===== config.mk =====
export PLATFORM = sky130hd
export DESIGN_NAME = cct_capture_timer
export DESIGN_NICKNAME = d
export VERILOG_FILES = /design/src/pkg/cct_pkg.sv /design/src/verilog/cct_capture_timer.sv
export SDC_FILE = /design/constraint.sdc
export NUM_CORES = 1
export LEC_CHECK = 0
export ABC_CLOCK_PERIOD_IN_PS = 3500
export BUFFER_PORTS_ARGS = -buffer_cell sky130_fd_sc_hd__buf_2
export CAP_MARGIN = 10
export CORE_MARGIN = 8
export CORE_UTILIZATION = 25
export DETAILED_ROUTE_END_ITERATION = 6
export PLACE_DENSITY = 0.42
export SLEW_MARGIN = 20
export SYNTH_ARGS = -nofsm -noshare
export SYNTH_HDL_FRONTEND = slang
export SYNTH_SLANG_ARGS = --single-unit

===== constraint.sdc =====
create_clock -name aclk -period 3.5 [get_ports aclk]
set_clock_uncertainty 0.15 [all_clocks]
set_input_delay 0.525 -clock aclk [delete_from_list [all_inputs] [get_ports aclk]]
set_output_delay 0.525 -clock aclk [all_outputs]
set_load 0.1 [all_outputs]

===== src/pkg/cct_pkg.sv =====
// Shared constants and types of the capture/compare timer.
// Assumes a 32-bit AXI4-Lite register bus with byte addresses.
package cct_pkg;

   localparam int unsigned ADDR_W = 8;
   localparam int unsigned DATA_W = 32;

   // Register byte offsets.
   localparam logic [7:0] OFS_MODE     = 8'h00;
   localparam logic [7:0] OFS_TOGGLE   = 8'h04;
   localparam logic [7:0] OFS_CMP_A    = 8'h08;
   localparam logic [7:0] OFS_CMP_B    = 8'h0c;
   localparam logic [7:0] OFS_CAP_A    = 8'h10;
   localparam logic [7:0] OFS_CAP_B    = 8'h14;
   localparam logic [7:0] OFS_COUNT    = 8'h18;
   localparam logic [7:0] OFS_IRQ_STAT = 8'h1c;
   localparam logic [7:0] OFS_IRQ_MASK = 8'h20;
   localparam logic [7:0] OFS_PRESCALE = 8'h24;

   // Capture mode field encodings.
   localparam logic [1:0] CAPM_OFF   = 2'h0;
   localparam logic [1:0] CAPM_RISE  = 2'h1;
   localparam logic [1:0] CAPM_PULSE = 2'h2;
   localparam logic [1:0] CAPM_AUX   = 2'h3;

   // Toggle flip-flop software actions, write-only bits 5:4 of the toggle control register.
   localparam logic [1:0] ACT_INVERT = 2'h0;
   localparam logic [1:0] ACT_SET    = 2'h1;
   localparam logic [1:0] ACT_CLEAR  = 2'h2;
   localparam logic [1:0] ACT_NONE   = 2'h3;
   localparam int unsigned ACT_LSB   = 4;

   // Interrupt status and mask bit positions.
   localparam int unsigned IRQ_EXT_A   = 0;
   localparam int unsigned IRQ_EXT_B   = 1;
   localparam int unsigned IRQ_MATCH_B = 2;
   localparam int unsigned IRQ_MATCH_A = 3;
   localparam int unsigned IRQ_W       = 4;

   localparam logic [1:0] RESP_OKAY   = 2'h0;
   localparam logic [1:0] RESP_SLVERR = 2'h2;

   typedef struct packed {
      logic [1:0] capture_mode_field;
      logic       clear_on_match_b;
      logic       ext_clock;
      logic       run;
   } cct_mode_t;

   typedef struct packed {
      logic cap_b_toggle_enable;
      logic cap_a_toggle_enable;
      logic match_b_toggle_enable;
      logic match_a_toggle_enable;
   } cct_toggle_t;

   localparam cct_mode_t   MODE_RST     = 5'h00;
   localparam cct_toggle_t TOGGLE_RST   = 4'h0;
   localparam logic [7:0]  PRESCALE_RST = 8'h00;

endpackage : cct_pkg


===== src/verilog/cct_capture_timer.sv =====
// Capture/compare timer: free-running up-counter, two capture and two compare registers,
// a toggle flip-flop with output pin, and an AXI4-Lite register slave with interrupts.
// Assumes trigger inputs are synchronous levels sampled on aclk; pulses last two cycles or more.
//
// Operation
// - rise and pulse modes: trigger zero rise latches counter into capture A
// - both match enables invert toggle on each match
// - capture-load toggle option inverts on capture A
// - non pulse modes: ext irq A on rise
// - pulse mode: ext irq A on falling edge
// - pulse mode: rise to A, fall to B
// - aux mode: aux rise to A, fall B
// - time difference: trigger one rise captures B
// - trigger one capture raises ext irq B
// - counter may be clocked by trigger zero
// - clear action zeroes toggle, wins over enabled inversions that cycle
// - enables clear: matches leave toggle unchanged
// - sixteen-bit registers, counter free-runs through captures
// - external clock advances counter on each rise
// - compare value zero matches on overflow
// - toggle flip-flop drives the output pin
// - compare B match raises timer interrupt
`timescale 1ns/1ps
module cct_capture_timer #(
   parameter int unsigned CNT_W = 16,   // counter and capture/compare width
   parameter int unsigned PRE_W = 8     // prescaler reload width
) (
   input  wire logic                       aclk,                // system clock
   input  wire logic                       aresetn,             // synchronous reset, low
   input  wire logic [cct_pkg::ADDR_W-1:0] s_axi_awaddr,        // write address
   input  wire logic                       s_axi_awvalid,       // write address valid
   output logic                            s_axi_awready,       // write address ready
   input  wire logic [cct_pkg::DATA_W-1:0] s_axi_wdata,         // write data
   input  wire logic [3:0]                 s_axi_wstrb,         // write byte enables
   input  wire logic                       s_axi_wvalid,        // write data valid
   output logic                            s_axi_wready,        // write data ready
   output logic [1:0]                      s_axi_bresp,         // write response
   output logic                            s_axi_bvalid,        // write response valid
   input  wire logic                       s_axi_bready,        // write response ready
   input  wire logic [cct_pkg::ADDR_W-1:0] s_axi_araddr,        // read address
   input  wire logic                       s_axi_arvalid,       // read address valid
   output logic                            s_axi_arready,       // read address ready
   output logic [cct_pkg::DATA_W-1:0]      s_axi_rdata,         // read data
   output logic [1:0]                      s_axi_rresp,         // read response
   output logic                            s_axi_rvalid,        // read data valid
   input  wire logic                       s_axi_rready,        // read data ready
   input  wire logic                       trigger_input_zero,  // capture trigger / external clock
   input  wire logic                       trigger_input_one,   // second capture trigger
   input  wire logic                       aux_timer_toggle,    // auxiliary timer flip-flop
   output logic                            toggle_output_pin,   // toggle flip-flop state
   output logic                            ext_irq_a,           // trigger A interrupt pulse
   output logic                            ext_irq_b,           // trigger B interrupt pulse
   output logic                            match_b_irq,         // compare B match pulse
   output logic                            irq                  // masked sticky interrupt level
);

   generate
      if (CNT_W < 2 || CNT_W > 32 || PRE_W < 1 || PRE_W > 8) begin : g_bad_param
         $error("cct_capture_timer: CNT_W must be 2..32 and PRE_W 1..8");
      end
   endgenerate

   ////////////////////////////////////////////////////////////////////////////////
   // Input synchronisers and edge detectors: bit 0 trigger zero, 1 trigger one, 2 aux.

   logic [2:0] sync_meta;
   logic [2:0] sync_q;
   logic [2:0] sync_d;
   logic [2:0] edge_rise;
   logic [2:0] edge_fall;
   wire  [2:0] ext_in = {aux_timer_toggle, trigger_input_one, trigger_input_zero};

   genvar gi;
   generate
      for (gi = 0; gi < 3; gi++) begin : g_sync
         // The meta flop feeds only the second stage; edges come from stages two and three.
         always_ff @(posedge aclk) begin
            if (!aresetn) begin
               sync_meta[gi] <= 1'b0;
               sync_q[gi]    <= 1'b0;
               sync_d[gi]    <= 1'b0;
            end else begin
               sync_meta[gi] <= ext_in[gi];
               sync_q[gi]    <= sync_meta[gi];
               sync_d[gi]    <= sync_q[gi];
            end
         end
         assign edge_rise[gi] = sync_q[gi] & ~sync_d[gi];
         assign edge_fall[gi] = ~sync_q[gi] & sync_d[gi];
      end
   endgenerate

   ////////////////////////////////////////////////////////////////////////////////
   // Registers.

   cct_pkg::cct_mode_t          timer_mode_reg;
   cct_pkg::cct_toggle_t        toggle_control_reg;
   logic [CNT_W-1:0]            compare_reg_a;
   logic [CNT_W-1:0]            compare_reg_b;
   logic [CNT_W-1:0]            capture_reg_a;
   logic [CNT_W-1:0]            capture_reg_b;
   logic [CNT_W-1:0]            main_up_counter;
   logic [PRE_W-1:0]            prescale;
   logic [PRE_W-1:0]            pre_cnt;
   logic                        toggle_flipflop;
   logic [cct_pkg::IRQ_W-1:0]   irq_status;
   logic [cct_pkg::IRQ_W-1:0]   irq_mask;

   function automatic logic [31:0] merge_bytes(input logic [31:0] old, input logic [31:0] data,
                                               input logic [3:0] strb);
      logic [31:0] res;
      res = old;
      for (int b = 0; b < 4; b++) begin
         if (strb[b]) begin
            res[b*8 +: 8] = data[b*8 +: 8];
         end
      end
      return res;
   endfunction : merge_bytes

   ////////////////////////////////////////////////////////////////////////////////
   // AXI4-Lite handshakes: one write and one read at a time, each answered one cycle after it is taken.

   wire wr_take = s_axi_awready & s_axi_awvalid & s_axi_wvalid;
   wire rd_take = s_axi_arready & s_axi_arvalid;
   wire next_awready = s_axi_awvalid & s_axi_wvalid & ~s_axi_awready & ~s_axi_bvalid;
   wire next_arready = s_axi_arvalid & ~s_axi_arready & ~s_axi_rvalid;

   wire wsel_mode   = (s_axi_awaddr == cct_pkg::OFS_MODE);
   wire wsel_toggle = (s_axi_awaddr == cct_pkg::OFS_TOGGLE);
   wire wsel_cmp_a  = (s_axi_awaddr == cct_pkg::OFS_CMP_A);
   wire wsel_cmp_b  = (s_axi_awaddr == cct_pkg::OFS_CMP_B);
   wire wsel_stat   = (s_axi_awaddr == cct_pkg::OFS_IRQ_STAT);
   wire wsel_mask   = (s_axi_awaddr == cct_pkg::OFS_IRQ_MASK);
   wire wsel_pre    = (s_axi_awaddr == cct_pkg::OFS_PRESCALE);
   wire wsel_ro     = (s_axi_awaddr == cct_pkg::OFS_CAP_A) | (s_axi_awaddr == cct_pkg::OFS_CAP_B) |
                      (s_axi_awaddr == cct_pkg::OFS_COUNT);
   wire wr_mapped   = wsel_mode | wsel_toggle | wsel_cmp_a | wsel_cmp_b | wsel_stat | wsel_mask |
                      wsel_pre | wsel_ro;

   wire [31:0] wr_mode   = merge_bytes(32'(timer_mode_reg), s_axi_wdata, s_axi_wstrb);
   wire [31:0] wr_toggle = merge_bytes(32'(toggle_control_reg), s_axi_wdata, s_axi_wstrb);
   wire [31:0] wr_cmp_a  = merge_bytes(32'(compare_reg_a), s_axi_wdata, s_axi_wstrb);
   wire [31:0] wr_cmp_b  = merge_bytes(32'(compare_reg_b), s_axi_wdata, s_axi_wstrb);
   wire [31:0] wr_mask   = merge_bytes(32'(irq_mask), s_axi_wdata, s_axi_wstrb);
   wire [31:0] wr_pre    = merge_bytes(32'(prescale), s_axi_wdata, s_axi_wstrb);

   wire        toggle_wr  = wr_take & wsel_toggle & s_axi_wstrb[0];
   wire [1:0]  toggle_act = s_axi_wdata[cct_pkg::ACT_LSB +: 2];
   wire [cct_pkg::IRQ_W-1:0] stat_clr = (wr_take & wsel_stat & s_axi_wstrb[0]) ?
                                        s_axi_wdata[cct_pkg::IRQ_W-1:0] : '0;

   wire rsel_mode   = (s_axi_araddr == cct_pkg::OFS_MODE);
   wire rsel_toggle = (s_axi_araddr == cct_pkg::OFS_TOGGLE);
   wire rsel_cmp_a  = (s_axi_araddr == cct_pkg::OFS_CMP_A);
   wire rsel_cmp_b  = (s_axi_araddr == cct_pkg::OFS_CMP_B);
   wire rsel_cap_a  = (s_axi_araddr == cct_pkg::OFS_CAP_A);
   wire rsel_cap_b  = (s_axi_araddr == cct_pkg::OFS_CAP_B);
   wire rsel_count  = (s_axi_araddr == cct_pkg::OFS_COUNT);
   wire rsel_stat   = (s_axi_araddr == cct_pkg::OFS_IRQ_STAT);
   wire rsel_mask   = (s_axi_araddr == cct_pkg::OFS_IRQ_MASK);
   wire rsel_pre    = (s_axi_araddr == cct_pkg::OFS_PRESCALE);
   wire rd_mapped   = rsel_mode | rsel_toggle | rsel_cmp_a | rsel_cmp_b | rsel_cap_a | rsel_cap_b |
                      rsel_count | rsel_stat | rsel_mask | rsel_pre;

   // The action field is write-only and reads back as the no-action code.
   wire [31:0] rd_toggle = 32'(toggle_control_reg) | 32'({cct_pkg::ACT_NONE, 4'h0});
   wire [31:0] rd_mux =
      rsel_mode   ? 32'(timer_mode_reg) :
      rsel_toggle ? rd_toggle :
      rsel_cmp_a  ? 32'(compare_reg_a) :
      rsel_cmp_b  ? 32'(compare_reg_b) :
      rsel_cap_a  ? 32'(capture_reg_a) :
      rsel_cap_b  ? 32'(capture_reg_b) :
      rsel_count  ? 32'(main_up_counter) :
      rsel_stat   ? 32'(irq_status) :
      rsel_mask   ? 32'(irq_mask) :
      rsel_pre    ? 32'(prescale) : 32'h0000_0000;

   always_ff @(posedge aclk) begin
      if (!aresetn) begin
         s_axi_awready <= 1'b0;
         s_axi_wready  <= 1'b0;
         s_axi_bvalid  <= 1'b0;
         s_axi_bresp   <= cct_pkg::RESP_OKAY;
      end else begin
         s_axi_awready <= next_awready;
         s_axi_wready  <= next_awready;
         if (wr_take) begin
            s_axi_bvalid <= 1'b1;
            s_axi_bresp  <= wr_mapped ? cct_pkg::RESP_OKAY : cct_pkg::RESP_SLVERR;
         end else if (s_axi_bready) begin
            s_axi_bvalid <= 1'b0;
         end
      end
   end

   always_ff @(posedge aclk) begin
      if (!aresetn) begin
         s_axi_arready <= 1'b0;
         s_axi_rvalid  <= 1'b0;
         s_axi_rdata   <= 32'h0000_0000;
         s_axi_rresp   <= cct_pkg::RESP_OKAY;
      end else begin
         s_axi_arready <= next_arready;
         if (rd_take) begin
            s_axi_rvalid <= 1'b1;
            s_axi_rdata  <= rd_mux;
            s_axi_rresp  <= rd_mapped ? cct_pkg::RESP_OKAY : cct_pkg::RESP_SLVERR;
         end else if (s_axi_rready) begin
            s_axi_rvalid <= 1'b0;
         end
      end
   end

   always_ff @(posedge aclk) begin
      if (!aresetn) begin
         timer_mode_reg     <= cct_pkg::MODE_RST;
         toggle_control_reg <= cct_pkg::TOGGLE_RST;
         compare_reg_a      <= '0;
         compare_reg_b      <= '0;
         irq_mask           <= '0;
         prescale           <= cct_pkg::PRESCALE_RST[PRE_W-1:0];
      end else if (wr_take) begin
         if (wsel_mode)   timer_mode_reg     <= wr_mode[$bits(cct_pkg::cct_mode_t)-1:0];
         if (wsel_toggle) toggle_control_reg <= wr_toggle[$bits(cct_pkg::cct_toggle_t)-1:0];
         if (wsel_cmp_a)  compare_reg_a      <= wr_cmp_a[CNT_W-1:0];
         if (wsel_cmp_b)  compare_reg_b      <= wr_cmp_b[CNT_W-1:0];
         if (wsel_mask)   irq_mask           <= wr_mask[cct_pkg::IRQ_W-1:0];
         if (wsel_pre)    prescale           <= wr_pre[PRE_W-1:0];
      end
   end

   ////////////////////////////////////////////////////////////////////////////////
   // Counter, captures and compares.

   wire [1:0] cap_mode = timer_mode_reg.capture_mode_field;
   wire       pre_tick = (pre_cnt == prescale);
   // Trigger zero as counter clock counts events instead of prescaler ticks.
   wire       count_tick = timer_mode_reg.run &
                           (timer_mode_reg.ext_clock ? edge_rise[0] : pre_tick);
   wire [CNT_W-1:0] count_inc = main_up_counter + CNT_W'(1);
   // Matching on the incremented value makes a zero compare fire at the wrap.
   wire match_a = count_tick & (count_inc == compare_reg_a);
   wire match_b = count_tick & (count_inc == compare_reg_b);
   wire [CNT_W-1:0] next_counter = (match_b & timer_mode_reg.clear_on_match_b) ? '0 : count_inc;

   wire cap_a_evt = ((cap_mode == cct_pkg::CAPM_RISE | cap_mode == cct_pkg::CAPM_PULSE) & edge_rise[0]) |
                    ((cap_mode == cct_pkg::CAPM_AUX) & edge_rise[2]);
   wire cap_b_evt = ((cap_mode == cct_pkg::CAPM_RISE) & edge_rise[1]) |
                    ((cap_mode == cct_pkg::CAPM_PULSE) & edge_fall[0]) |
                    ((cap_mode == cct_pkg::CAPM_AUX) & edge_fall[2]);
   wire ext_a_evt = (cap_mode == cct_pkg::CAPM_PULSE) ? edge_fall[0] : edge_rise[0];
   wire ext_b_evt = (cap_mode == cct_pkg::CAPM_RISE) & edge_rise[1];

   always_ff @(posedge aclk) begin
      if (!aresetn) begin
         pre_cnt <= '0;
      end else if (!timer_mode_reg.run || pre_tick) begin
         pre_cnt <= '0;
      end else begin
         pre_cnt <= pre_cnt + PRE_W'(1);
      end
   end

   // Captures sample the counter without disturbing it; a wrap leaves them alone.
   always_ff @(posedge aclk) begin
      if (!aresetn) begin
         main_up_counter <= '0;
         capture_reg_a   <= '0;
         capture_reg_b   <= '0;
      end else begin
         if (count_tick) main_up_counter <= next_counter;
         if (cap_a_evt)  capture_reg_a   <= main_up_counter;
         if (cap_b_evt)  capture_reg_b   <= main_up_counter;
      end
   end

   ////////////////////////////////////////////////////////////////////////////////
   // Toggle flip-flop: a software action wins over hardware inversions in the same cycle.

   wire flips = (match_a & toggle_control_reg.match_a_toggle_enable) ^
                (match_b & toggle_control_reg.match_b_toggle_enable) ^
                (cap_a_evt & toggle_control_reg.cap_a_toggle_enable) ^
                (cap_b_evt & toggle_control_reg.cap_b_toggle_enable);
   wire next_toggle =
      (toggle_wr && toggle_act == cct_pkg::ACT_CLEAR)  ? 1'b0 :
      (toggle_wr && toggle_act == cct_pkg::ACT_SET)    ? 1'b1 :
      (toggle_wr && toggle_act == cct_pkg::ACT_INVERT) ? ~toggle_flipflop :
      toggle_flipflop ^ flips;

   always_ff @(posedge aclk) begin
      if (!aresetn) begin
         toggle_flipflop <= 1'b0;
      end else begin
         toggle_flipflop <= next_toggle;
      end
   end

   assign toggle_output_pin = toggle_flipflop;

   ////////////////////////////////////////////////////////////////////////////////
   // Interrupts: a new event beats a write-one-to-clear in the same cycle.

   wire [cct_pkg::IRQ_W-1:0] irq_events = {match_a, match_b, ext_b_evt, ext_a_evt};
   wire [cct_pkg::IRQ_W-1:0] next_status = (irq_status & ~stat_clr) | irq_events;

   always_ff @(posedge aclk) begin
      if (!aresetn) begin
         irq_status  <= '0;
         irq         <= 1'b0;
         ext_irq_a   <= 1'b0;
         ext_irq_b   <= 1'b0;
         match_b_irq <= 1'b0;
      end else begin
         irq_status  <= next_status;
         irq         <= |(next_status & irq_mask);
         ext_irq_a   <= ext_a_evt;
         ext_irq_b   <= ext_b_evt;
         match_b_irq <= match_b;
      end
   end
endmodule : cct_capture_timer

Yosys cells after proc, flatten, opt, wreduce, memory -nomap -nowiden
Cells that the tools add are included.
{"block": "classes", "div_mod_pow": 0, "multipliers": 0, "add_sub_neg": 2, "n_bitwise": 71, "n_reduce_logical": 21, "muxes": 22, "n_lt_le_gt_ge": 0, "shifts": 0, "n_eq_ne": 26}
{"op": "16-bit two-way mux", "count": 8}
{"op": "8-bit by 5-bit equality test with 1-bit output, second input constant", "count": 8}
{"op": "16-bit equality test", "count": 2}
{"op": "8-bit by 4-bit equality test with 1-bit output, second input constant", "count": 4}
{"op": "8-bit by 6-bit equality test with 1-bit output, second input constant", "count": 4}
{"op": "1-bit bitwise AND", "count": 30}
{"op": "8-bit two-way mux", "count": 3}
{"op": "3-bit AND reduction", "count": 8}
{"op": "1-bit bitwise OR", "count": 22}
{"op": "16-bit by 1-bit adder with 16-bit output, second input constant", "count": 1}
{"op": "8-bit by 3-bit equality test with 1-bit output, second input constant", "count": 2}
{"op": "8-bit zero test", "count": 2}
{"op": "1-bit inverter", "count": 11}
{"op": "8-bit by 1-bit adder with 8-bit output, second input constant", "count": 1}
{"op": "4-bit bitwise AND", "count": 2}
{"op": "8-bit equality test", "count": 1}
{"op": "1-bit two-way mux", "count": 8}
{"op": "2-bit equality test, second input constant", "count": 3}
{"op": "2-bit by 1-bit equality test with 1-bit output, second input constant", "count": 2}
{"op": "2-bit two-way mux", "count": 2}
{"op": "4-bit two-way mux", "count": 1}
{"op": "4-bit inverter", "count": 1}
{"op": "4-bit bitwise OR", "count": 1}
{"op": "2-bit nonzero test", "count": 2}
{"op": "7 further kinds", "count": 13}
{"block": "word_totals", "mem_bits_rw": 0, "input_bits": 62, "latch_bits": 0, "memories": 0, "register_bits": 167, "mem_bits_ro": 0, "wordCells": 182, "out_inout_bits": 46}

Logic depth before layout (Yosys ltp)
Gate-level depths: netlist of the first run.
{"block": "depth", "depth_word": 12, "depth_mapped": 12, "depth_no_buf": 11}

Worst setup path before layout of the first run
OpenSTA, ideal clock, no wires.
{"block": "synth_timing", "kind": "register to register", "startpoint": "register s_axi_wready (netlist name)", "endpoint": "register cap_mode[0] (netlist name)", "slack_ns": 0.305, "arrival_ns": 2.929, "period_less_slack_ns": 3.195, "required_ns": 3.234, "path_buffers": 1, "setup_ns": 0.116, "path_stages_with_launch": 8, "path_cell_list": "dfxtp_1 and3_1 clkbuf_1 nand2_1 nor4_1 nor3b_1 mux2i_1 nor2b_1"}

Final worst setup path of the first run
{"block": "layout_timing", "startpoint": "register main_up_counter[7]", "endpoint": "register toggle_flipflop, in the netlist toggle_output_pin"}
{"block": "layout_between", "elab_chain_cells": 10, "elab_cells_between_ends": 13, "cone_classes": "add/sub: 1; eq/ne: 2; mux: 2; bitwise: 8"}
{"element": "from (decl)", "line": "cct_capture_timer.sv:102", "rtl": "logic [CNT_W-1:0] main_up_counter;"}
{"element": "from (signal assigned)", "line": "cct_capture_timer.sv:273", "rtl": "if (count_tick) main_up_counter <= next_counter;"}
{"element": "16-bit by 1-bit adder with 16-bit output *", "line": "cct_capture_timer.sv:242", "rtl": "wire [CNT_W-1:0] count_inc = main_up_counter + CNT_W'(1);"}
{"element": "16-bit equality test, on equally long branches", "line": "cct_capture_timer.sv:244, cct_capture_timer.sv:245"}
{"element": "1-bit bitwise AND, on equally long branches", "line": "cct_capture_timer.sv:244, cct_capture_timer.sv:245"}
{"element": "1-bit bitwise AND, on equally long branches", "line": "cct_capture_timer.sv:282, cct_capture_timer.sv:283"}
{"element": "1-bit XOR *", "line": "cct_capture_timer.sv:282", "rtl": "wire flips = (match_a & toggle_control_reg.match_a_toggle_enable) ^"}
{"element": "1-bit XOR *", "line": "cct_capture_timer.sv:283", "rtl": "(match_b & toggle_control_reg.match_b_toggle_enable) ^"}
{"element": "1-bit XOR *", "line": "cct_capture_timer.sv:284", "rtl": "(cap_a_evt & toggle_control_reg.cap_a_toggle_enable) ^"}
{"element": "1-bit XOR *", "line": "cct_capture_timer.sv:290", "rtl": "toggle_flipflop ^ flips;"}
{"element": "1-bit two-way mux *", "line": "cct_capture_timer.sv:289", "rtl": "(toggle_wr && toggle_act == cct_pkg::ACT_INVERT) ? ~toggle_flipflop :"}
{"element": "1-bit two-way mux *", "line": "cct_capture_timer.sv:288", "rtl": "(toggle_wr && toggle_act == cct_pkg::ACT_SET) ? 1'b1 :"}
{"element": "to (signal assigned)", "line": "cct_capture_timer.sv:296", "rtl": "toggle_flipflop <= next_toggle;"}
{"element": "to (decl)", "line": "cct_capture_timer.sv:105", "rtl": "logic toggle_flipflop;"}
Every way passes the cells marked *; elsewhere a longest branch is shown, timed or not.
A chain may end at the register's enable or synchronous reset.

==> results list, run 1 <==
- Max VDD drop: 321.4 µV
* Hold buffer count at CTS: 0
- Antenna violations before repair: 0
- For this run, asynchronously set or reset flops after synthesis account for 0.
* Clock Sinks: 149
* Count leader, synth: dfxtp_1
- Growth of design area from synthesis to finish: 19.22%
* CTS-repair resized insts: 0
- The finished layout holds 1441 standard cells, fillers aside.
- Lkg Pwr: 3.549 nW
- Overall power consumption after layout is estimated at 0.003926 W.
- Hold-critical path depth: 2
- In this run the mean area of a mapped cell was 8.571 µm².
* Wire length per cell after detailed routing: 18.86 µm
- Port buffering added 71 buffers.
* Area contributors post-synth: dfxtp_1 (37%), mux2i_1 (7.0%), nand2_1 (6.0%), nor2b_1 (5.4%), a21boi_0 (4.5%)
* Required time at the endpoint of the critical path: 3680 ps
* Transition time at the pin with the least slew margin: 841.7 ps
- STA puts the critical path data arrival time at 3460 ps.
- The endpoint identified for the worst register-to-register timing path is toggle_output_pin.
- After detailed placement, the design holds a cell count of 1408.
* Total setup violations reported at the end of the flow: 0
- After clock tree synthesis, the clock-pin slew on the worst setup and hold paths is 70 ps.
* Result of the run: finished, final reports clean
- Timing would allow up to 0.3054 GHz.
* Instance count of the mapped netlist: 935
- Crit-path max FO: 11
* Number of flops mapped to enable cells by yosys: 0
* Non-Filler Cell Area, Final: 0.009554 mm²
- Synth warnings: 0
- Headroom to the max-slew limit: 0.4389
- Area share of the largest cell type after synthesis: 0.3722
* Number of max-cap violations: 0
- The tightest min-delay check is of the primary input to flop type.
- Multiplexer fraction of the synthesized cell area: 0.06995
- Synthesized flop and latch total: 149
- Of the total synthesized cell area, the portion taken by full adders, half adders and majority gates is 0.007806.
* Setup repair after global routing missed its margin: no
* Chip Height: 195.0 µm
- For this run, the leading register cell type out of synthesis is dfxtp_1.
- dfxtp_1 takes more of the synthesized area than any other cell.
* Layout Nets: 1092
* Largest net degree at the start of global routing: 58
* Fraction of final layout cells with drive strength greater than 1: 0.1696
- Setup Total Neg Slack: 0 ps
* Vias post-DR: 6958
- Die span in x: 195.0 µm
- Share of synthesized cell area in and, or, nand and nor gates: 0.2437
- Across every metal layer, demand over resource in global routing totals 0.1430.
- The clock tree synthesis step divided the H-tree into 4 levels.
- Starting DRC count in detailed routing: 512
- Full die area: 0.03804 mm²
* Length of the first detailed-routing pass in iterations: 5
- Starting density of the core: 0.2540
* Endpoint type of the worst setup path: flop
- The worst hold path terminates at sync_meta[0].
- The first global-routing pass estimated 42110 µm of wire.
* Reg2Reg Setup Slack: 230 ps
- Once layout is complete, the utilization of the core stands at 0.3028.
- Clock tree from TritonCTS: done
- Post-layout minimum cycle time: 3274 ps
- The worst register-to-register path begins at main_up_counter[7].
- Clk Latency, worst-skew pair: 440 ps
- The longest clock path from root to sink contains 2 buffers.
* Routability Congestion: 0.8255
- Depth of the worst register-to-register path: 10
- The share of the synthesized area in compound gates (AO/OA/AOI/OAI) came to 0.1835.
- Summed over all layers, the routed wires come to 27180 µm.
* Synthesized area: 0.008014 mm²
- Inserted Clock Buffers: 17
* Share of the yosys chip area belonging to registers: 0.3722
- Tcrit/Tclk final: 0.9355
* Number of endpoints with negative hold slack in the final report: 0
- In this run the most critical hold path is launched from trigger_input_zero.
- The total area inside the core boundary comes to 0.03156 mm².
- Antenna Nets Post-Route: 0
- Detailed placement finished with a half-perimeter wire length of 20390 µm.
* Total power divided by cell area: 410.9 mW/mm²
* Worst Path Class, Setup: flop to flop
* Total gr overflow: 0
- Remaining routing DRC violations: 0
* Cell row count: 65
- The number of global-route vias before repair is 6933.
- Per-cell via count in the routed design: 4.829
- Setup fix buffers added after clock tree synthesis: 0
- Post-place instance area: 0.008957 mm²
- For this design the top-level I/O count stands at 108.
- Parity-gate share of the synthesized area counting xor and xnor cells: 0.05870
- Largest family of logic cells by synthesized area: simple AND/OR/NAND/NOR gates
* Most frequent cells after synthesis: dfxtp_1 (149), nand2_1 (128), nor2b_1 (69)
- The number of max-slew violations in the final report came to 0.
- Critical Path Start Type: flop
- Number of different library cells in the post-synthesis netlist: 68
- The tree is rooted in a clkbuf_16.
-- kinds of logic (layout without fill, tap and decap cells) --
family / count (synthesis) / count (layout)
AND/OR/NAND/NOR: 375 / 375
AO/OA/AOI/OAI: 203 / 203
flip-flops: 149 / 149
buffers and inverters: 94 / 180
multiplexers: 56 / 56
XOR/XNOR: 52 / 52
adder cells (fa/ha/maj): 5 / 5
other: 1 / 19
-- metrics by stage --
step / hold WS, ps / setup slack, ps
2_1_floorplan: 261.9 / 305.0
3_3_place_gp: 264.1 / 246.8
3_5_place_dp: 270.9 / 263.3
4_1_cts: 116.1 / 227.6
5_1_grt: 127.7 / 109.2
6_report: 138.5 / 225.9
-- how the worst max path moves through the flow --
| stage | from | end | slack, ps | cells past startpoint |
|---|---|---|---|---|
| 2_1_floorplan | s_axi_wready | cap_mode[0] | 310 | 7 |
| 3_3_place_gp | main_up_counter[7] | toggle_output_pin | 250 | 10 |
| 3_5_place_dp | main_up_counter[7] | toggle_output_pin | 260 | 10 |
| 4_1_cts | main_up_counter[7] | toggle_output_pin | 230 | 10 |
| 5_1_grt | main_up_counter[7] | toggle_output_pin | 110 | 10 |
| 6_report | main_up_counter[7] | toggle_output_pin | 230 | 10 |
-- worst max-delay path, cell delays in order, from the launching register on --
cell	delay, ps
dfxtp_1	410
buf_4	200
and4_2	390
and3_1	200
o211a_1	160
o211ai_1	160
or3_1	470
or4_1	540
a21o_1	230
a41oi_2	180
o21ai_1	80
-- power breakdown --
| part | internal [W] | switching, W |
|---|---|---|
| clock network | 0.00107 | 0.000833 |
| logic | 0.0000686 | 0.000241 |
| registers | 0.00171 | 0.00000656 |
-- cell type report --
class / count / area [µm²]
Antenna cell: 1 / 2.502
Clock buffer: 17 / 425.4
Clock inverter: 15 / 168.9
Fill cell: 3378 / 22000
Inverter: 13 / 48.80
Multi-Input combinational cell: 709 / 4584
Sequential cell: 149 / 2983
Tap cell: 402 / 503.0
Timing Repair Buffer: 135 / 838.3
-- routing by layer --
metal	part of all wire	up-vias	track usage
met5	0	-	0
met4	0.021	0	0.05306
met3	0.043	26	0.02407
met2	0.44	158	0.2224
met1	0.49	3307	0.1956
li1	-	3467	-
-- cells in the final DEF, fill, tap and decap left out, types with 4 or more instances in the layout --
cell / n
nor4_1: 8
buf_2: 70
and2_1: 21
o21ai_0: 38
or3_1: 4
inv_1: 13
nand3_1: 27
ha_1: 5
buf_4: 65
o221ai_1: 4
mux2i_1: 56
nand4_1: 11
nand3b_1: 14
nand2_1: 128
xor2_1: 22
inv_6: 6
a221oi_1: 24
xnor2_1: 29
a22oi_1: 5
nor2b_1: 69
o22ai_1: 5
a21oi_1: 18
nand2b_1: 6
nor4b_1: 4
nor3_1: 17
nor2_1: 38
o211a_1: 9
a31oi_1: 7
dfxtp_1: 149
clkbuf_16: 17
a21boi_0: 48
and3_1: 12
o211ai_1: 12
conb_1: 18
(Power assumes the default switching activity.)
==> inputs of run 2 (changes only) <==
--- a/config.mk
+++ b/config.mk
@@ -6,13 +6,16 @@
 export NUM_CORES = 1
 export LEC_CHECK = 0
 export ABC_CLOCK_PERIOD_IN_PS = 3500
-export BUFFER_PORTS_ARGS = -buffer_cell sky130_fd_sc_hd__buf_2
 export CAP_MARGIN = 10
+export CELL_PAD_IN_SITES_DETAIL_PLACEMENT = 2
+export CELL_PAD_IN_SITES_GLOBAL_PLACEMENT = 2
 export CORE_MARGIN = 8
 export CORE_UTILIZATION = 25
 export DETAILED_ROUTE_END_ITERATION = 6
-export PLACE_DENSITY = 0.42
+export DONT_BUFFER_PORTS = 1
+export PLACE_DENSITY = 0.57
 export SLEW_MARGIN = 20
 export SYNTH_ARGS = -nofsm -noshare
 export SYNTH_HDL_FRONTEND = slang
 export SYNTH_SLANG_ARGS = --single-unit
+export TNS_END_PERCENT = 30
==> run 2 against run 1 <==
  * Sequential share of layout area increased by 1.5 points
  * Hold slack worse by 71 ps
  * Highest routed layer unchanged
  * Final cell count decreased by 5.6%
  * First-iteration DRC count is 40% lower
  * Largest cell class unchanged
  * Critical path depth unchanged
  * Setup slack lost 81 ps
  * Combinational power down 45%
  * Final area down 4.6%
  * Sequential power up 4%
  * Clock-buffer cell count grew 4
  * Critical endpoint unchanged
==> results list, run 2 (synthesized netlist as in run 1, its figures left out) <==
* Antenna violations before repair: 0
- Routed wire length: 30860 µm
* Critical Path Start Type: flop
* Count of pins over their slew limit: 0
- TritonCTS built the clock tree.
- Core footprint: 0.03156 mm²
- In the layout the commonest cells are dfxtp_1 (147), nand2_1 (128), nor2b_1 (69), mux2i_1 (56), buf_4 (56).
* Total power divided by cell area: 412.2 mW/mm²
- Setup Total Neg Slack: 0 ps
* Half-perimeter wire length after detailed placement: 22900 µm
- No sink is reached through more buffers than the 2 on the longest clock path.
- Dividing the detail-routed via count by the number of cells gives 5.147.
- Of the cells placed in the final design, the portion with a size suffix greater than 1 is 0.1032.
* Remaining routing DRC violations: 0
- Fraction of the core area covered by cells at the end of the flow: 0.2889
* Clk Latency, worst-skew pair: 440 ps
- Wire length per cell after detailed routing: 22.67 µm
- Total power: 0.003757 W
- Port Buf Inserts: 0
* Die span in x: 195.0 µm
- Headroom to the max-slew limit: 0.3060
- Number of max-cap violations: 0
* Total setup violations reported at the end of the flow: 0
- Summed over all layers, the global routing overflow is 0.
- For this block, the initial DRC count from the detailed router was 308.
- Layout Nets: 1013
- Cell count after placement: 1329
* Worst Path Class, Setup: flop to flop
- The flow ran to the end, and the final reports show no timing, DRC or antenna violations.
- Cells along the critical path: ha_1 > and4_1 > nand3_1 > xor2_1 > xnor2_1 > or3_1 > or4_1 > a21o_1 > a41oi_2 > o21ai_1
* Full die area: 0.03804 mm²
* Hold buffer count at CTS: 0
* Crit-path max FO: 5
- CP max-delay cell: or4_1
- Chip Height: 195.0 µm
- Number of endpoints with negative hold slack in the final report: 0
* Io pins: 108
* Clock input transition at the sequential cells of the worst setup and hold paths: 70 ps
- Dividing the final minimum period by the clock period gives 0.9587.
* Tightest hold margin: 67.21 ps
* First-pass GRT wire length: 47780 µm
- Derived from the worst setup path, the maximum achievable clock frequency is 0.2980 GHz.
- Counting the buffers created by CTS gives 17.
- Largest net degree at the start of global routing: 145
- Transition time at the pin with the least slew margin: 1040 ps
* Vias post-DR: 7005
- Maximum level of the CTS H-tree: 4
* Arrival time at the worst endpoint: 3530 ps
* Routability Congestion: 0.8360
- At the worst endpoint, the required time is 3670 ps.
* Starting density of the core: 0.2540
- Filler cells: 3624
- Max VDD drop: 294.4 µV
* Root buffer selected by CTS: clkbuf_16
- Setup repair after global routing left no endpoint under its margin.
* N_diodes: 0
- Number of global-route vias before repair: 7586
- Most frequent standard cell in the layout excluding fill and tap cells: dfxtp_1
- Clock Sinks: 149
- Once detail routing completed, the nets flagged for antenna violations numbered 0.
- Length of the first detailed-routing pass in iterations: 4
* Final non-filler cell total: 1361
- Cell row count: 65
- Overall routing resource usage: 0.1632
* Delay contributed by the slowest stage of the critical path: 560 ps
- STA classifies the critical path endpoint as a flop.
* Lkg Pwr: 3.173 nW
* Post-layout minimum cycle time: 3356 ps
- Growth of design area from synthesis to finish: 13.74%
- Type of the tightest min-delay check: primary input to flop
==> run 2: cell types whose count changed in the layout (fill, tap and decap cells not counted) <==
cell	previous run	this run
clkinvlp_4	3	5
dfxtp_1	149	147
dfxtp_2	0	2
buf_2	70	0
buf_4	65	56
bufinv_16	2	0
clkbuf_8	0	4
diode_2	1	0
inv_6	6	3
clkinv_2	1	0
==> run 2: worst paths after layout <==
path	startpoint	end	slack (ps)	depth (start not counted)
min	trigger_input_zero	sync_meta[0]	70	1
max	main_up_counter[0]	toggle_output_pin	140	10
min reg2reg	sync_meta[1]	sync_q[1]	290	1
max reg2reg	main_up_counter[0]	toggle_output_pin	140	10
==> run 2: final cells by class <==
type                            instances  area, µm²  share of cell area
Sequential cell                       149       2985              0.3275
Clock inverter                         11      92.59             0.01016
Timing Repair Buffer                   56      420.4             0.04612
Tap cell                              402      503.0             0.05518
Clock buffer                           21      480.5             0.05271
Multi-Input combinational cell        709       4584              0.5030
Inverter                               13      48.80            0.005353
==> run 2: timing repair <==
| item | in CTS | in global routing |
|---|---|---|
| resized for setup | 0 | 1 |
| setup endpoints to repair | 0 | 3 |
| buffers inserted | 0 | 0 |
==> run 2: layer usage <==
layer	share of wire	wire length [µm]	global-route usage
met2	0.45	13820	0.2575
met1	0.49	15020	0.2205
met5	0	0	0
met4	0.020	607	0.04913
met3	0.046	1414	0.03439
==> run 2: critical path: cells and delay by family (launching register included) <==
family                   cells  cell delay (ps)
XOR/XNOR                     2              390
flip-flops                   1              420
adder cells (fa/ha/maj)      1              190
AND/OR/NAND/NOR              4             1590
AO/OA/AOI/OAI                3              490
==> run 2: per-stage QoR <==
step	worst slack, ps	area, µm²
global route	48.41	9115
floorplan	305.0	8078
finish	144.4	9115
global placement	195.4	8541
CTS	158.4	9114
detailed placement	198.7	8541
==> run 2: power by group <==
part	total (W)	internal [W]	switching (W)
logic	0.000172	0.0000418	0.000130
registers	0.00177	0.00171	0.0000616
clock network	0.00182	0.000996	0.000819
total	0.00376	0.00275	0.00101
==> inputs of run 3 (changes only) <==
--- a/config.mk
+++ b/config.mk
@@ -9,7 +9,7 @@
 export CAP_MARGIN = 10
 export CELL_PAD_IN_SITES_DETAIL_PLACEMENT = 2
 export CELL_PAD_IN_SITES_GLOBAL_PLACEMENT = 2
-export CORE_MARGIN = 8
+export CORE_MARGIN = 10
 export CORE_UTILIZATION = 25
 export DETAILED_ROUTE_END_ITERATION = 6
 export DONT_BUFFER_PORTS = 1
==> run 3 against run 2 <==
  * Global-route usage decreased by 0.22 points
  * Non-clock buffer count increased by 8
  * Register-to-register slack improved by 70 ps
  * Sequential cell count unchanged
  * Final cell count increased by 0.59%
  * Critical endpoint unchanged
  * Largest cell class unchanged
  * Largest power group unchanged
  * Highest routed layer unchanged
==> results list, run 3 (synthesized netlist as in run 1, its figures left out) <==
- The run finished with clean final reports.
- Seq pwr share: 0.450
- Total setup violations reported at the end of the flow: 0
* Port Buf Inserts: 0
- The worst setup path is launched from a flop.
- Core footprint: 0.03156 mm²
* Number of endpoints with negative hold slack in the final report: 0
- For this run the aggregate overflow at the end of global routing stands at 0.
- Growth of design area from synthesis to finish: 15.18%
- Entering global routing, the biggest net connects 145 pins.
- Headroom to the max-slew limit: 0.3209
- Counting the buffers created by CTS gives 17.
* Overall routing resource usage: 0.1610
- Of the cells placed in the final design, the portion with a size suffix greater than 1 is 0.1107.
* Number of max-cap violations: 0
* Vias post-DR: 6975
- Remaining routing DRC violations: 0
* Post-layout minimum cycle time: 3281 ps
- At the end of the flow the core is filled with cells to 0.2925.
* Most frequent standard cell in the layout excluding fill and tap cells: dfxtp_1
- From bottom edge to top edge, the die measures 199.0 µm.
- Clock input transition at the sequential cells of the worst setup and hold paths: 70 ps
* Transition time at the pin with the least slew margin: 1017 ps
* Layout Nets: 1021
- TritonCTS built the clock tree.
- The share of total power dissipated in the clock network is 0.506.
- The floorplan step defined a die boundary enclosing 0.03962 mm².
* Buffer levels on the longest clock path: 2
* Routed wire length: 31370 µm
- Half-perimeter wire length after detailed placement: 23290 µm
* Max VDD drop: 271.0 µV
- The tightest min-delay check is of the primary input to flop type.
* Setup repair after global routing missed its margin: no
- Number of global-route vias before repair: 7419
- Clock Sinks: 149
- The detail route stage leaves a number of antenna-violating nets equal to 0.
* Routability Congestion: 0.8453
* Tcrit/Tclk final: 0.9374
* Maximum level of the CTS H-tree: 4
- The top cell types in the final layout, fill and taps aside, are dfxtp_1 (148), nand2_1 (128), nor2b_1 (69), buf_4 (64), mux2i_1 (56).
- Relative contribution of combinational cells to total power: 0.044
- CP max-delay cell: or4_1
- After clock tree synthesis, the setup repair step added 0 buffers.
- Walking the worst path, the cells encountered are ha_1 > and4_1 > nand3_1 > xor2_1 > xnor2_1 > or3_1 > or4_1 > a21o_1 > a41oi_2 > o21ai_1.
- Lkg Pwr: 3.249 nW
- In this run the power density over the cells is 425.9 mW/mm².
- Setup Total Neg Slack: 0 ps
- After detailed routing, the average wire length per cell comes to 22.92 µm.
- The critical path is of the flop to flop type.
- Clk Latency, worst-skew pair: 440 ps
* Crit-path max FO: 6
- Internal: 0.002922 W
* CTS-repair resized insts: 0
* Starting DRC count in detailed routing: 326
- For this design the total switching power over the nets is 0.001009 W.
- Length of the first detailed-routing pass in iterations: 5
- Of the total power, the share spent switching nets is 0.2566.
- Io pins: 108
* Filler cells: 3622
- Cell row count: 65
* Required time at the endpoint of the critical path: 3680 ps
* Hold buffer count at CTS: 0
- First-pass GRT wire length: 47880 µm
- STA classifies the critical path endpoint as a flop.
- N_diodes: 0
- Root buffer selected by CTS: clkbuf_16
* Count of pins over their slew limit: 0
- For this run, the top clock speed supported by timing is 0.3048 GHz.
- Antenna violations before repair: 0
* Delay contributed by the slowest stage of the critical path: 550 ps
* Per-cell via count in the routed design: 5.095
- Die span in x: 199.0 µm
- Arrival time at the worst endpoint: 3460 ps
- Starting density of the core: 0.2540
-- run 3: final cells by class --
type | count | area (µm²) | share of cell area
Multi-Input combinational cell | 709 | 4591 | 0.4974
Sequential cell | 149 | 2984 | 0.3233
Tap cell | 402 | 503.0 | 0.05449
Timing Repair Buffer | 64 | 480.5 | 0.05205
Clock buffer | 19 | 452.9 | 0.04907
Clock inverter | 13 | 170.2 | 0.01844
Inverter | 13 | 48.80 | 0.005287
-- run 3: stage by stage --
stage / power (W) / hold WS [ps] / instance area, µm² / cells / setup slack (ps)
6_report: 0.003931 / 59.43 / 9230 / 1369 / 219.0
2_1_floorplan: 0.001998 / 261.9 / 8078 / 952 / 305.0
4_1_cts: 0.003981 / 42.76 / 9224 / 1369 / 234.7
3_3_place_gp: 0.001980 / 266.7 / 8601 / 1337 / 300.5
3_5_place_dp: 0.001981 / 280.8 / 8601 / 1337 / 267.9
5_1_grt: 0.004067 / 42.79 / 9230 / 1369 / 15.44
-- run 3: power groups by stage --
stage / clock, W / sequential, W / combinational, W
floorplan: 0 / 0.00181 / 0.000184
global placement: 0 / 0.00181 / 0.000171
detailed placement: 0 / 0.00181 / 0.000172
CTS: 0.00204 / 0.00177 / 0.000172
global route: 0.00211 / 0.00177 / 0.000181
finish: 0.00199 / 0.00177 / 0.000173
-- run 3: routing by layer --
layer | vias to the layer above | global-route usage | routed length, µm
met5 | - | 0 | 0
met4 | 0 | 0.03617 | 251
met3 | 15 | 0.03802 | 1555
met2 | 113 | 0.2511 | 14170
met1 | 3528 | 0.2188 | 15400
li1 | 3319 | - | -
-- run 3: path summary, 6_finish.rpt --
kind                            cells after the start  slack, ps                 to               start
worst max-delay path                               10        220  toggle_output_pin  main_up_counter[0]
worst min-delay path                                1         60       sync_meta[1]   trigger_input_one
worst max register to register                     10        220  toggle_output_pin  main_up_counter[0]
worst min register to register                      1        290          sync_q[0]        sync_meta[0]
-- run 3: worst max-delay path, delay by kind of cell (launching register included) --
family	cells	cell delay [ps]
adder cells (fa/ha/maj)	1	320
AO/OA/AOI/OAI	3	490
AND/OR/NAND/NOR	4	1470
XOR/XNOR	2	400
flip-flops	1	340
